==> src/rtl/ctd_pkg.sv <==
// Constants for the control-transfer and operand decoder.
// Assumes one clock domain and a zero-wait APB register port.
package ctd_pkg;
	// APB register byte offsets
	localparam logic [11:0] OFF_CTRL   = 12'h000;
	localparam logic [11:0] OFF_FLAGS  = 12'h004;
	localparam logic [11:0] OFF_COUNT  = 12'h008;
	localparam logic [11:0] OFF_STATUS = 12'h00c;
	localparam logic [11:0] OFF_DISP   = 12'h010;
	localparam logic [11:0] OFF_IMM    = 12'h014;
	// Reset values
	localparam logic        CTRL_RST   = 1'h1;
	localparam logic [15:0] FLAGS_RST  = 16'h0000;
	localparam logic [15:0] COUNT_RST  = 16'h0000;
	// Flag word layout; undefined bits read zero
	localparam int          FB_OVF = 11;
	localparam int          FB_DIR = 10;
	localparam int          FB_IEN = 9;
	localparam int          FB_TRP = 8;
	localparam int          FB_SGN = 7;
	localparam int          FB_ZRO = 6;
	localparam int          FB_AUX = 4;
	localparam int          FB_PAR = 2;
	localparam int          FB_CRY = 0;
	localparam logic [15:0] FLAGS_MASK = 16'h0fd5;
	// Opcodes
	localparam logic [7:0] OP_CALL_NEAR = 8'he8;
	localparam logic [7:0] OP_CALL_FAR  = 8'h9a;
	localparam logic [7:0] OP_JMP_NEAR  = 8'he9;
	localparam logic [7:0] OP_JMP_SHORT = 8'heb;
	localparam logic [7:0] OP_JMP_FAR   = 8'hea;
	localparam logic [7:0] OP_GRP_FF    = 8'hff;
	localparam logic [7:0] OP_RET_NEAR  = 8'hc3;
	localparam logic [7:0] OP_RET_NEARI = 8'hc2;
	localparam logic [7:0] OP_RET_FAR   = 8'hcb;
	localparam logic [7:0] OP_RET_FARI  = 8'hca;
	// Register-field codes in the 0xFF group
	localparam logic [2:0] RF_CALL_NEAR = 3'h2;
	localparam logic [2:0] RF_CALL_FAR  = 3'h3;
	localparam logic [2:0] RF_JMP_NEAR  = 3'h4;
	localparam logic [2:0] RF_JMP_FAR   = 3'h5;
	// Addressing-mode field and the direct-address select
	localparam logic [1:0] MOD_NODISP = 2'h0;
	localparam logic [1:0] MOD_DISP8  = 2'h1;
	localparam logic [1:0] MOD_DISP16 = 2'h2;
	localparam logic [1:0] MOD_REG    = 2'h3;
	localparam logic [2:0] RM_DIRECT  = 3'h6;
	// Segment codes
	localparam logic [1:0] SEG_EXTRA = 2'h0;
	localparam logic [1:0] SEG_CODE  = 2'h1;
	localparam logic [1:0] SEG_STACK = 2'h2;
	localparam logic [1:0] SEG_DATA  = 2'h3;
	// Base and index selects of the address calculator
	localparam logic [1:0] BASE_NONE = 2'h0;
	localparam logic [1:0] BASE_BREG = 2'h1;
	localparam logic [1:0] BASE_FRMP = 2'h2;
	localparam logic [1:0] IDX_NONE  = 2'h0;
	localparam logic [1:0] IDX_SRC   = 2'h1;
	localparam logic [1:0] IDX_DST   = 2'h2;
	typedef enum logic [4:0] {
		K_OTHER, K_CALL_NEAR, K_CALL_FAR, K_CALL_IND_NEAR, K_CALL_IND_FAR,
		K_JMP_NEAR, K_JMP_SHORT, K_JMP_FAR, K_JMP_IND_NEAR, K_JMP_IND_FAR,
		K_RET_NEAR, K_RET_FAR, K_COND_JMP, K_MODRM_OP, K_IMM_OP, K_SHIFT_OP, K_STRING_OP
	} ctd_kind_e;
endpackage : ctd_pkg

==> src/rtl/ctd_decoder.sv <==
// Control-transfer and operand-addressing decoder with APB registers.
// Assumes bytes arrive from same-clock prefetch logic with valid/ready.
//
// Operation
// - Jump forms: near, short, far, indirect
// - Near return, optional immediate stack adjust
// - Far return, optional immediate stack adjust
// - Direction bit one means register is destination
// - Width bit one means word operation
// - Mode 11 selects register, no memory
// - Mode 00 means zero displacement
// - Mode 01 one byte, sign-extended
// - Mode 10 two bytes, high above low
// - Operand-select picks base and index
// - Mode 00 select 110 is direct address
// - Displacement before immediate data
// - Sign and width pick immediate form
// - Count source: one or count low byte
// - Repeat z bit compared with zero flag
// - Segment override prefix replaces default segment
// - Register and segment code mapping
// - Flag word bit layout
// - Above/below unsigned, greater/less signed
`timescale 1ns/1ps
module ctd_decoder (
	// Clock and reset
	input  wire logic        MCLK,
	input  wire logic        RST_B,
	// APB slave
	input  wire logic        PSEL,
	input  wire logic        PENABLE,
	input  wire logic        PWRITE,
	input  wire logic [11:0] PADDR,
	input  wire logic [31:0] PWDATA,
	output logic      [31:0] PRDATA,
	output logic             PREADY,
	output logic             PSLVERR,
	// Instruction byte stream
	input  wire logic        BYTE_VALID,
	input  wire logic [7:0]  BYTE_DATA,
	output logic             BYTE_READY,
	// Decoded instruction
	output logic             DEC_VALID,
	output logic [4:0]       DEC_KIND,
	output logic [7:0]       DEC_OPCODE,
	output logic [1:0]       DEC_MOD,
	output logic [2:0]       DEC_REG,
	output logic [2:0]       DEC_RM,
	output logic             DEC_TO_REG,
	output logic             DEC_WORD,
	output logic             DEC_MEM,
	output logic             DEC_REG_HIGH,
	output logic [1:0]       DEC_BASE_SEL,
	output logic [1:0]       DEC_INDEX_SEL,
	output logic [1:0]       DEC_SEG_SEL,
	output logic [15:0]      DEC_DISP,
	output logic [15:0]      DEC_IMM,
	output logic [15:0]      DEC_SEGMENT,
	output logic             DEC_SP_ADD,
	output logic             DEC_PUSH_RET,
	output logic [7:0]       DEC_SHIFT_COUNT,
	output logic             DEC_REP_GO,
	output logic             DEC_TAKEN
);
	typedef enum logic [2:0] {S_OPC, S_MODRM, S_DISP, S_IMM, S_SEG} ctd_state_e;

	ctd_state_e        state;
	ctd_state_e        next_state;
	ctd_pkg::ctd_kind_e kind;
	ctd_pkg::ctd_kind_e next_kind;
	logic [7:0]  opcode;
	logic [1:0]  mod_f;
	logic [2:0]  reg_f;
	logic [2:0]  rm_f;
	logic        has_modrm;
	logic [1:0]  disp_left, imm_left, seg_left;
	logic [1:0]  next_disp, next_imm, next_seg;
	logic        next_modrm, disp_two, imm_two, next_disp_two, next_imm_two;
	logic [15:0] disp, imm, segval;
	logic        ovr_on, rep_on, rep_z;
	logic [1:0]  ovr_seg;
	logic        ovr_pend, rep_pend, rep_pz, opc_take;
	logic [1:0]  ovr_pseg;
	logic        is_prefix, finish, take;
	logic        ctrl_en;
	logic [15:0] flag_word, count_reg, dec_cnt;
	logic        apb_wr, apb_rd;

	assign take       = BYTE_VALID && BYTE_READY;
	assign BYTE_READY = ctrl_en;
	assign opc_take   = take && state == S_OPC && !is_prefix;

	////////////////////////////////////////////////////////////////////////
	// Byte sequencing
	always_comb begin
		next_state    = state;
		next_kind     = kind;
		next_modrm    = 1'b0;
		next_disp     = disp_left;
		next_imm      = imm_left;
		next_seg      = seg_left;
		next_disp_two = disp_two;
		next_imm_two  = imm_two;
		is_prefix     = 1'b0;
		finish        = 1'b0;
		if (take) begin
			case (state)
				S_OPC: begin
					next_kind     = ctd_pkg::K_OTHER;
					next_disp     = 2'h0;
					next_imm      = 2'h0;
					next_seg      = 2'h0;
					next_disp_two = 1'b0;
					next_imm_two  = 1'b0;
					if (BYTE_DATA[7:5] == 3'h1 && BYTE_DATA[2:0] == 3'h6)
						is_prefix = 1'b1;
					else if (BYTE_DATA[7:1] == 7'h79)
						is_prefix = 1'b1;
					else if (BYTE_DATA == ctd_pkg::OP_CALL_NEAR) begin
						next_kind     = ctd_pkg::K_CALL_NEAR;
						next_disp     = 2'h2;
						next_disp_two = 1'b1;
					end else if (BYTE_DATA == ctd_pkg::OP_CALL_FAR) begin
						next_kind    = ctd_pkg::K_CALL_FAR;
						next_imm     = 2'h2;
						next_imm_two = 1'b1;
						next_seg     = 2'h2;
					end else if (BYTE_DATA == ctd_pkg::OP_JMP_NEAR) begin
						next_kind     = ctd_pkg::K_JMP_NEAR;
						next_disp     = 2'h2;
						next_disp_two = 1'b1;
					end else if (BYTE_DATA == ctd_pkg::OP_JMP_SHORT) begin
						next_kind = ctd_pkg::K_JMP_SHORT;
						next_disp = 2'h1;
					end else if (BYTE_DATA == ctd_pkg::OP_JMP_FAR) begin
						next_kind    = ctd_pkg::K_JMP_FAR;
						next_imm     = 2'h2;
						next_imm_two = 1'b1;
						next_seg     = 2'h2;
					end else if (BYTE_DATA[7:4] == 4'h7) begin
						next_kind = ctd_pkg::K_COND_JMP;
						next_disp = 2'h1;
					end else if (BYTE_DATA[7:1] == ctd_pkg::OP_RET_NEARI[7:1]) begin
						next_kind    = ctd_pkg::K_RET_NEAR;
						next_imm     = BYTE_DATA[0] ? 2'h0 : 2'h2;
						next_imm_two = 1'b1;
					end else if (BYTE_DATA[7:1] == ctd_pkg::OP_RET_FARI[7:1]) begin
						next_kind    = ctd_pkg::K_RET_FAR;
						next_imm     = BYTE_DATA[0] ? 2'h0 : 2'h2;
						next_imm_two = 1'b1;
					end else if (BYTE_DATA == ctd_pkg::OP_GRP_FF) begin
						next_kind  = ctd_pkg::K_MODRM_OP;
						next_modrm = 1'b1;
					// immediate form from sign and width
					end else if (BYTE_DATA[7:2] == 6'h20) begin
						next_kind    = ctd_pkg::K_IMM_OP;
						next_modrm   = 1'b1;
						next_imm_two = BYTE_DATA[1:0] == 2'h1;
						next_imm     = next_imm_two ? 2'h2 : 2'h1;
					end else if (BYTE_DATA[7:2] == 6'h34) begin
						next_kind  = ctd_pkg::K_SHIFT_OP;
						next_modrm = 1'b1;
					end else if (BYTE_DATA[7:6] == 2'h0 && !BYTE_DATA[2]) begin
						next_kind  = ctd_pkg::K_MODRM_OP;
						next_modrm = 1'b1;
					end else if (BYTE_DATA[7:4] == 4'ha && (BYTE_DATA[3:1] == 3'h2 || BYTE_DATA[3:1] == 3'h3 ||
						BYTE_DATA[3:2] == 2'h3 || BYTE_DATA[3:1] == 3'h5))
						next_kind = ctd_pkg::K_STRING_OP;
				end
				S_MODRM: begin
					if (opcode == ctd_pkg::OP_GRP_FF) begin
						case (BYTE_DATA[5:3])
							ctd_pkg::RF_CALL_NEAR: next_kind = ctd_pkg::K_CALL_IND_NEAR;
							ctd_pkg::RF_CALL_FAR:  next_kind = ctd_pkg::K_CALL_IND_FAR;
							ctd_pkg::RF_JMP_NEAR:  next_kind = ctd_pkg::K_JMP_IND_NEAR;
							ctd_pkg::RF_JMP_FAR:   next_kind = ctd_pkg::K_JMP_IND_FAR;
							default:               next_kind = ctd_pkg::K_MODRM_OP;
						endcase
					end
					case (BYTE_DATA[7:6])
						ctd_pkg::MOD_NODISP: next_disp_two = BYTE_DATA[2:0] == ctd_pkg::RM_DIRECT;
						ctd_pkg::MOD_DISP16: next_disp_two = 1'b1;
						default:             next_disp_two = 1'b0;
					endcase
					if (next_disp_two)
						next_disp = 2'h2;
					else if (BYTE_DATA[7:6] == ctd_pkg::MOD_DISP8)
						next_disp = 2'h1;
					else
						next_disp = 2'h0;
				end
				S_DISP:  next_disp = disp_left - 2'h1;
				S_IMM:   next_imm  = imm_left - 2'h1;
				S_SEG:   next_seg  = seg_left - 2'h1;
				default: next_disp = 2'h0;
			endcase
			if (is_prefix)
				next_state = S_OPC;
			else if (next_modrm)
				next_state = S_MODRM;
			else if (next_disp != 2'h0)
				next_state = S_DISP;
			else if (next_imm != 2'h0)
				next_state = S_IMM;
			else if (next_seg != 2'h0)
				next_state = S_SEG;
			else begin
				next_state = S_OPC;
				finish     = 1'b1;
			end
		end
	end

	always_ff @(posedge MCLK or negedge RST_B) begin
		if (!RST_B) begin
			state     <= S_OPC;
			kind      <= ctd_pkg::K_OTHER;
			disp_left <= 2'h0;
			imm_left  <= 2'h0;
			seg_left  <= 2'h0;
			disp_two  <= 1'b0;
			imm_two   <= 1'b0;
			DEC_VALID <= 1'b0;
		end else begin
			state     <= next_state;
			kind      <= next_kind;
			disp_left <= next_disp;
			imm_left  <= next_imm;
			seg_left  <= next_seg;
			disp_two  <= next_disp_two;
			imm_two   <= next_imm_two;
			DEC_VALID <= finish;
		end
	end

	////////////////////////////////////////////////////////////////////////
	// Field capture
	always_ff @(posedge MCLK or negedge RST_B) begin
		if (!RST_B) begin
			opcode    <= 8'h00;
			mod_f     <= ctd_pkg::MOD_REG;
			reg_f     <= 3'h0;
			rm_f      <= 3'h0;
			has_modrm <= 1'b0;
			disp      <= 16'h0000;
			imm       <= 16'h0000;
			segval    <= 16'h0000;
		end else if (take) begin
			case (state)
				S_OPC: if (!is_prefix) begin
					opcode    <= BYTE_DATA;
					has_modrm <= next_modrm;
					mod_f     <= ctd_pkg::MOD_REG;
					reg_f     <= 3'h0;
					rm_f      <= 3'h0;
					disp      <= 16'h0000;
					imm       <= 16'h0000;
					segval    <= 16'h0000;
				end
				S_MODRM: begin
					mod_f <= BYTE_DATA[7:6];
					reg_f <= BYTE_DATA[5:3];
					rm_f  <= BYTE_DATA[2:0];
				end
				S_DISP: if (disp_left == 2'h2 || !disp_two)
					disp <= disp_two ? {8'h00, BYTE_DATA} : {{8{BYTE_DATA[7]}}, BYTE_DATA};
				else
					disp[15:8] <= BYTE_DATA;
				S_IMM: if (imm_left == 2'h2 || !imm_two)
					imm <= imm_two ? {8'h00, BYTE_DATA} : {{8{BYTE_DATA[7] & opcode[1]}}, BYTE_DATA};
				else
					imm[15:8] <= BYTE_DATA;
				S_SEG: if (seg_left == 2'h2)
					segval[7:0] <= BYTE_DATA;
				else
					segval[15:8] <= BYTE_DATA;
				default: disp <= disp;
			endcase
		end
	end

	// Prefixes wait as pending, then apply from the opcode byte until the next opcode byte,
	// so they still stand while the decoded instruction is presented
	always_ff @(posedge MCLK or negedge RST_B) begin
		if (!RST_B) begin
			ovr_pend <= 1'b0;
			ovr_pseg <= ctd_pkg::SEG_DATA;
			rep_pend <= 1'b0;
			rep_pz   <= 1'b0;
			ovr_on   <= 1'b0;
			ovr_seg  <= ctd_pkg::SEG_DATA;
			rep_on   <= 1'b0;
			rep_z    <= 1'b0;
		end else if (is_prefix) begin
			if (BYTE_DATA[7:5] == 3'h1) begin
				ovr_pend <= 1'b1;
				ovr_pseg <= BYTE_DATA[4:3];
			end else begin
				rep_pend <= 1'b1;
				rep_pz   <= BYTE_DATA[0];
			end
		end else if (opc_take) begin
			ovr_on   <= ovr_pend;
			ovr_seg  <= ovr_pseg;
			rep_on   <= rep_pend;
			rep_z    <= rep_pz;
			ovr_pend <= 1'b0;
			rep_pend <= 1'b0;
		end
	end

	////////////////////////////////////////////////////////////////////////
	// Decoded outputs
	assign DEC_KIND   = kind;
	assign DEC_OPCODE = opcode;
	assign DEC_MOD    = mod_f;
	assign DEC_REG    = reg_f;
	assign DEC_RM     = rm_f;
	assign DEC_DISP   = disp;
	assign DEC_IMM    = imm;
	assign DEC_SEGMENT = segval;
	assign DEC_TO_REG = opcode[1];
	assign DEC_WORD   = opcode[0];
	assign DEC_MEM    = has_modrm && mod_f != ctd_pkg::MOD_REG;
	// byte codes 100-111 are high halves
	assign DEC_REG_HIGH = !opcode[0] && reg_f[2];
	assign DEC_SP_ADD = (kind == ctd_pkg::K_RET_NEAR || kind == ctd_pkg::K_RET_FAR) && !opcode[0];
	// calls push the return address first
	assign DEC_PUSH_RET = kind inside {ctd_pkg::K_CALL_NEAR, ctd_pkg::K_CALL_FAR,
		ctd_pkg::K_CALL_IND_NEAR, ctd_pkg::K_CALL_IND_FAR};
	assign DEC_SHIFT_COUNT = opcode[1] ? count_reg[7:0] : 8'h01;
	// compare strings continue while zero flag matches z
	assign DEC_REP_GO = rep_on && (!(opcode[3:1] == 3'h3 || opcode[3:1] == 3'h7) ||
		flag_word[ctd_pkg::FB_ZRO] == rep_z);

	// base and index from operand select
	always_comb begin
		DEC_BASE_SEL  = ctd_pkg::BASE_NONE;
		DEC_INDEX_SEL = ctd_pkg::IDX_NONE;
		if (DEC_MEM && !(mod_f == ctd_pkg::MOD_NODISP && rm_f == ctd_pkg::RM_DIRECT)) begin
			case (rm_f)
				3'h0, 3'h1, 3'h7: DEC_BASE_SEL = ctd_pkg::BASE_BREG;
				3'h2, 3'h3, 3'h6: DEC_BASE_SEL = ctd_pkg::BASE_FRMP;
				default:          DEC_BASE_SEL = ctd_pkg::BASE_NONE;
			endcase
			if (rm_f[2:1] != 2'h3)
				DEC_INDEX_SEL = rm_f[0] ? ctd_pkg::IDX_DST : ctd_pkg::IDX_SRC;
		end
	end

	// frame-pointer operands default to the stack segment
	assign DEC_SEG_SEL = ovr_on ? ovr_seg :
		(DEC_BASE_SEL == ctd_pkg::BASE_FRMP) ? ctd_pkg::SEG_STACK : ctd_pkg::SEG_DATA;

	// unsigned uses carry/zero, signed uses sign/overflow
	always_comb begin
		case (opcode[3:1])
			3'h0:    DEC_TAKEN = flag_word[ctd_pkg::FB_OVF];
			3'h1:    DEC_TAKEN = flag_word[ctd_pkg::FB_CRY];
			3'h2:    DEC_TAKEN = flag_word[ctd_pkg::FB_ZRO];
			3'h3:    DEC_TAKEN = flag_word[ctd_pkg::FB_CRY] | flag_word[ctd_pkg::FB_ZRO];
			3'h4:    DEC_TAKEN = flag_word[ctd_pkg::FB_SGN];
			3'h5:    DEC_TAKEN = flag_word[ctd_pkg::FB_PAR];
			3'h6:    DEC_TAKEN = flag_word[ctd_pkg::FB_SGN] ^ flag_word[ctd_pkg::FB_OVF];
			default: DEC_TAKEN = flag_word[ctd_pkg::FB_ZRO] |
				(flag_word[ctd_pkg::FB_SGN] ^ flag_word[ctd_pkg::FB_OVF]);
		endcase
		DEC_TAKEN = (kind == ctd_pkg::K_COND_JMP) && (DEC_TAKEN ^ opcode[0]);
	end

	////////////////////////////////////////////////////////////////////////
	// APB registers, zero wait states
	assign apb_wr  = PSEL && PENABLE && PWRITE;
	assign apb_rd  = PSEL && PENABLE && !PWRITE;
	assign PREADY  = 1'b1;
	assign PSLVERR = PSEL && PENABLE && !(PADDR inside {ctd_pkg::OFF_CTRL, ctd_pkg::OFF_FLAGS,
		ctd_pkg::OFF_COUNT, ctd_pkg::OFF_STATUS, ctd_pkg::OFF_DISP, ctd_pkg::OFF_IMM});

	always_ff @(posedge MCLK or negedge RST_B) begin
		if (!RST_B) begin
			ctrl_en   <= ctd_pkg::CTRL_RST;
			flag_word <= ctd_pkg::FLAGS_RST;
			count_reg <= ctd_pkg::COUNT_RST;
		end else if (apb_wr) begin
			case (PADDR)
				ctd_pkg::OFF_CTRL:  ctrl_en <= PWDATA[0];
				// flag word layout, undefined bits zero
				ctd_pkg::OFF_FLAGS: flag_word <= PWDATA[15:0] & ctd_pkg::FLAGS_MASK;
				ctd_pkg::OFF_COUNT: count_reg <= PWDATA[15:0];
				default:            count_reg <= count_reg;
			endcase
		end
	end

	always_ff @(posedge MCLK or negedge RST_B) begin
		if (!RST_B)
			dec_cnt <= 16'h0000;
		else if (finish)
			dec_cnt <= dec_cnt + 16'h0001;
	end

	always_ff @(posedge MCLK or negedge RST_B) begin
		if (!RST_B)
			PRDATA <= 32'h0000_0000;
		else if (PSEL && !PENABLE && !PWRITE) begin
			case (PADDR)
				ctd_pkg::OFF_CTRL:   PRDATA <= {31'h0, ctrl_en};
				ctd_pkg::OFF_FLAGS:  PRDATA <= {16'h0000, flag_word};
				ctd_pkg::OFF_COUNT:  PRDATA <= {16'h0000, count_reg};
				ctd_pkg::OFF_STATUS: PRDATA <= {dec_cnt, 5'h0, state, 3'h0, kind};
				ctd_pkg::OFF_DISP:   PRDATA <= {16'h0000, disp};
				ctd_pkg::OFF_IMM:    PRDATA <= {16'h0000, imm};
				default:             PRDATA <= 32'h0000_0000;
			endcase
		end
	end
endmodule : ctd_decoder

==> config.mk <==
export PLATFORM = sky130hd
export DESIGN_NAME = ctd_decoder
export DESIGN_NICKNAME = d
export VERILOG_FILES = /design/src/rtl/ctd_pkg.sv /design/src/rtl/ctd_decoder.sv
export SDC_FILE = /design/constraint.sdc
export NUM_CORES = 1
export LEC_CHECK = 0
export BUFFER_PORTS_ARGS = -buffer_cell sky130_fd_sc_hd__buf_4
export CORE_AREA = 5 5 172 174
export DETAILED_ROUTE_END_ITERATION = 12
export DIE_AREA = 0 0 177 179
export GPL_ROUTABILITY_DRIVEN = 0
export SYNTH_ARGS = -nofsm -noshare
export SYNTH_HDL_FRONTEND = slang
export SYNTH_SLANG_ARGS = --single-unit
==> constraint.sdc <==
create_clock -name MCLK -period 3.45 [get_ports MCLK]
set_input_delay 0.5175 -clock MCLK [delete_from_list [all_inputs] [get_ports MCLK]]
set_output_delay 0.5175 -clock MCLK [all_outputs]
set_load 0.1 [all_outputs]
# After elaboration in Yosys (flattened, before gate mapping)
# Index checks and enable logic that the tools add are counted.
# W data, S select, Z words.
# classes
add_sub_neg,4
eq_ne,70
n_mux,140
n_bitwise,7
reduce_logical,74
# ops
operator,n
$pmux W32 S6,1
$pmux W16 S2,3
$mux W5,16
$mux W2,36
$eq A8 B8 Y1 const B,7
$mux W1,56
$mux W8,7
$mux W16,3
$eq A3 B3 Y1 const B,11
$eq A3 B2 Y1 const B,10
$eq A12 B4 Y1 const B,2
$eq A12 B5 Y1 const B,2
$eq A7 B7 Y1 const B,3
$reduce_and A2 Y1,10
$logic_and A1 B1 Y1,18
$mux W3,6
$ne A2 B2 Y1 const B,9
$add A16 B1 Y16 const B,1
$pmux W2 S2,4
$pmux W4 S4,1
$reduce_and A4 Y1,4
$reduce_bool A2 Y1,8
$eq A5 B4 Y1 const B,3
$reduce_and A3 Y1,5
other kinds (31),69
# totals
regBits,166
input_bits,58
out_inout_bits,127
wordCells,327

# Logic depth before layout (Yosys ltp)
# logic_depth
depth_word,22
depth_mapped,12
mapped_depth_nobuf,11

# Worst setup path after synthesis
# No wires, ideal clock.
# synth_path
path_kind,register to output
start,reg kind[3] (netlist: DEC_KIND[3])
end,out DEC_SP_ADD
t_arrival_ns,4.239
required_time_ns,2.932
slack_ns,-1.307
stages_incl_launch_ff,3
path_buffers,0
path_cell_list,dfrtp_1 > nand2b_1 > nor4b_1
# synth_via
elab_chain_cells,3
word_cells_on_any_way,4
classes_between,2 x eq/ne; 2 x reduce/logical
# synth_rtl
element,line_no,source
from (decl),ctd_decoder.sv:69,ctd_pkg::ctd_kind_e kind;
from (signal assigned),ctd_decoder.sv:217,kind <= ctd_pkg::K_OTHER;
from (signal assigned),ctd_decoder.sv:226,kind <= next_kind;
$eq A5 B4 Y1,ctd_decoder.sv:327,assign DEC_SP_ADD = (kind == ctd_pkg::K_RET_NEAR || kind == ctd_pkg::K_RET_FAR) && !opcode[0];
$logic_or A1 B1 Y1 (*),ctd_decoder.sv:327,
$logic_and A1 B1 Y1 (*),ctd_decoder.sv:327,
to (decl),ctd_decoder.sv:59,"output logic DEC_SP_ADD,"
# Every way passes the cells marked *; elsewhere a longest branch is shown, timed or not.

# Worst setup path in the final report
# layout_path
start,reg opcode[3] (netlist: DEC_OPCODE[3])
end,out DEC_TAKEN
# layout_via
elab_chain_cells,4
word_cells_on_any_way,10
classes_between,6 x eq/ne; 1 x mux; 1 x bitwise; 2 x reduce/logical
# layout_rtl
element,line_no,source
from (decl),ctd_decoder.sv:71,logic [7:0] opcode;
from (signal assigned),ctd_decoder.sv:240,opcode <= 8'h00;
from (signal assigned),ctd_decoder.sv:251,opcode <= BYTE_DATA;
$eq A3 B3 Y1 (tied with other cells),ctd_decoder.sv:357,case (opcode[3:1])
$pmux W1 S7 (*),ctd_decoder.sv:357,
$xor A1 B1 Y1 (*),ctd_decoder.sv:368,DEC_TAKEN = (kind == ctd_pkg::K_COND_JMP) && (DEC_TAKEN ^ opcode[0]);
$logic_and A1 B1 Y1 (*),ctd_decoder.sv:368,
to (decl),ctd_decoder.sv:63,output logic DEC_TAKEN
# Marks and branches as above.

==> metrics.yaml <==
sta:
  finalSetupViolCount: 0
  grt_setup_unrepaired: "false"
  fin_hold_ws_ns: 0.0375
  period_share: 0.870
  relSlewSlack: 0.325
  drv_slew: 0
  min_period_ns: 3.00
  finalHoldViolCount: 0
  final.setup_skew_ns: 0.0129
  tightest_slew_ns: 1.01
  fmax_mhz: 333
clocking:
  cts_sinks: 166
  htree_levels: 4
  cts_tree: "built"
  clk_latency_ns: 0.43
  cts_post_setup_buffers_inserted: 0
  cts-buffers-inserted: 17
  cts_root_buf: "clkbuf_16"
  cts_resized: 0
  clk_transition_reported_paths_ns: 0.08
  clock_path_buffers: 2
  cts_hold_buf: 0
power_and_ir_drop:
  power.density_nw_per_um2: 391
  power_uw: 4150
  ir_drop_mv: 0.299
  leakage_uw: 0.00510
synth:
  async_flop_share: 1.00
  ys_ff_latch: 166
  netlist_instances: 815
  yosys.area.top_type: "dfrtp_1"
  ys_types: 70
  synth_area_um2: 8220
  syn_area_per_cell_um2: 10.1
  yosys_warnings: 0
  synth_area_leaders: "dfrtp_1, mux2_2, nand2_1"
  synth_flop_cell: "dfrtp_1"
  synth_most_common_cell: "dfrtp_1"
  synth_edf_count: 0
  synth_common_cells: "dfrtp_1, nand2_1, o21ai_0"
  ys_seq_area_frac: 0.507
  syn-num-nets: 881
  netlist.area_leader.share: 0.484
die:
  initial_core_util: 0.297
  die_w_um: 177
  dieHeight_um: 179
  rows: 61
  num_io_pins: 185
  die_area_um2: 31700
  core_area_um2: 27600
critical_path:
  cp.arrival_ns: 2.48
  crit_chain: "mux4_2, o21ai_0, xor2_1, nor3_4, buf_4"
  worstPathRequired_ns: 2.93
  cp-end-kind: "output port"
  crit_path_max_incr_delay_ns: 0.54
  critical_path_class: "register to output port"
  crit_fanout: 7
  start_kind: "register"
  crit_slowest_cell: "mux4_2"
route:
  ant_nets: 0
  drt_first_pass_iters: 7
  vias: 6827
  post-route-drc-count: 0
  wl_um: 25200
  drt_iter0_markers: 396
  vias_per_cell: 4.98
  wl_per_cell_um: 18.4
grt:
  grt_antenna_before_repair: 0
  grt_overflow_total: 0
  grt_max_degree: 75
  grt_pass1_vias: 6860
  grt_first_pass_wirelength_um: 40100
  grt.total_usage: 0.161
placed_design:
  port-buffer-count: 167
  dp_hpwl_um: 18400
final_layout:
  syn_to_final_growth_pct: 29.2
  antennaDiodeCount: 0
  top_register: "PRDATA"
  drive_gt1_frac: 0.312
  largest_register_ffs: 32
  final_nets: 1047
outcome:
  status: "finished, final reports clean"
run:
  cap_violations: 0
worst_hold_path:
  hold_class: "input pin to async pin"
[logic make-up (layout without fill, tap and decap cells)]
kind of cell / count (synthesis) / after routing / share of synthesized area
XOR/XNOR: 20 / 20 / 0.0213
multiplexers: 59 / 59 / 0.0811
other: 1 / 1 / 0.000456
AO/OA/AOI/OAI: 199 / 199 / 0.160
buffers and inverters: 73 / 252 / 0.0378
AND/OR/NAND/NOR: 289 / 289 / 0.181
adder cells (fa/ha/maj): 8 / 8 / 0.0122
flip-flops: 166 / 166 / 0.507
[metal layers]
| metal | global-route usage | wire (um) | up-vias |
|---|---|---|---|
| met2 | 0.251 | 11500 | 222 |
| met5 | 0 | 0 | - |
| met1 | 0.229 | 11900 | 3348 |
| li1 | - | - | 3240 |
| met4 | 0.0332 | 221 | 0 |
| met3 | 0.0386 | 1680 | 17 |
[worst max-delay path: cells and delay by family, from the launching register on]
kind / cells / cell delay, ns
muxes: 1 / 0.54
xor gates and xnor gates: 1 / 0.17
AOI/OAI and AO/OA: 1 / 0.39
DFF: 1 / 0.51
buffers and inverters: 1 / 0.30
and+or+nand+nor: 1 / 0.13
[metrics by stage]
step / worst slack, ns / instance area (um2) / util / TNS [ns] / instances
6_report: 0.449 / 10600 / 0.384 / 0 / 1372
5_1_grt: 0.345 / 10600 / 0.384 / 0 / 1372
4_1_cts: 0.422 / 10600 / 0.384 / 0 / 1372
3_5_place_dp: 0.235 / 10000 / 0.362 / 0 / 1340
3_3_place_gp: 0.282 / 10000 / 0.362 / 0 / 1340
2_1_floorplan: -0.0254 / 8270 / - / -0.0254 / 815
[final timing paths]
| path | startpoint | endpoint | slack, ns | depth (start not counted) |
|---|---|---|---|---|
| min reg2reg | dec_cnt[15] | dec_cnt[15] | 0.48 | 1 |
| max in group asynchronous | RST_B | ovr_seg[1] | 2.46 | 2 |
| max reg2reg | state[0] | dec_cnt[2] | 0.49 | 9 |
| min in group MCLK | PWDATA[1] | count_reg[1] | 0.31 | 2 |
| max | DEC_OPCODE[3] | DEC_TAKEN | 0.45 | 5 |
| min | RST_B | PRDATA[4] | 0.04 | 1 |
[report_power, final]
| group | total (uW) | internal, uW | leakage (uW) | switching [uW] |
|---|---|---|---|---|
| Sequential | 1960 | 1950 | 0.00222 | 5.98 |
| Combinational | 265 | 77.9 | 0.00258 | 187 |
| Clock | 1930 | 982 | 0.000295 | 947 |
[placed cells by master (no fill, tap or decap), types with 9 or more instances in the layout]
cell	netlist	routed
a21oi_1	21	20
a22o_1	34	34
and2_1	11	11
and3_1	12	12
buf_4	4	194
clkbuf_16	0	17
dfrtp_1	159	159
inv_1	23	23
mux2_2	40	40
mux2i_1	16	15
nand2_1	114	114
nand3_1	20	20
nand4_1	9	9
nor2_1	42	42
nor2b_1	9	9
nor3_1	18	14
o21ai_0	84	84
xor2_1	16	16
[final cells by class]
type / count / area [um2]
Clock buffer: 17 / 425
Fill cell: 2771 / 17000
Inverter: 24 / 90.1
Multi-Input combinational cell: 576 / 3800
Clock inverter: 15 / 180
Tap cell: 378 / 473
Timing Repair Buffer: 196 / 1490
Sequential cell: 166 / 4160
No activity file was read; power rests on OpenSTA's default activity.
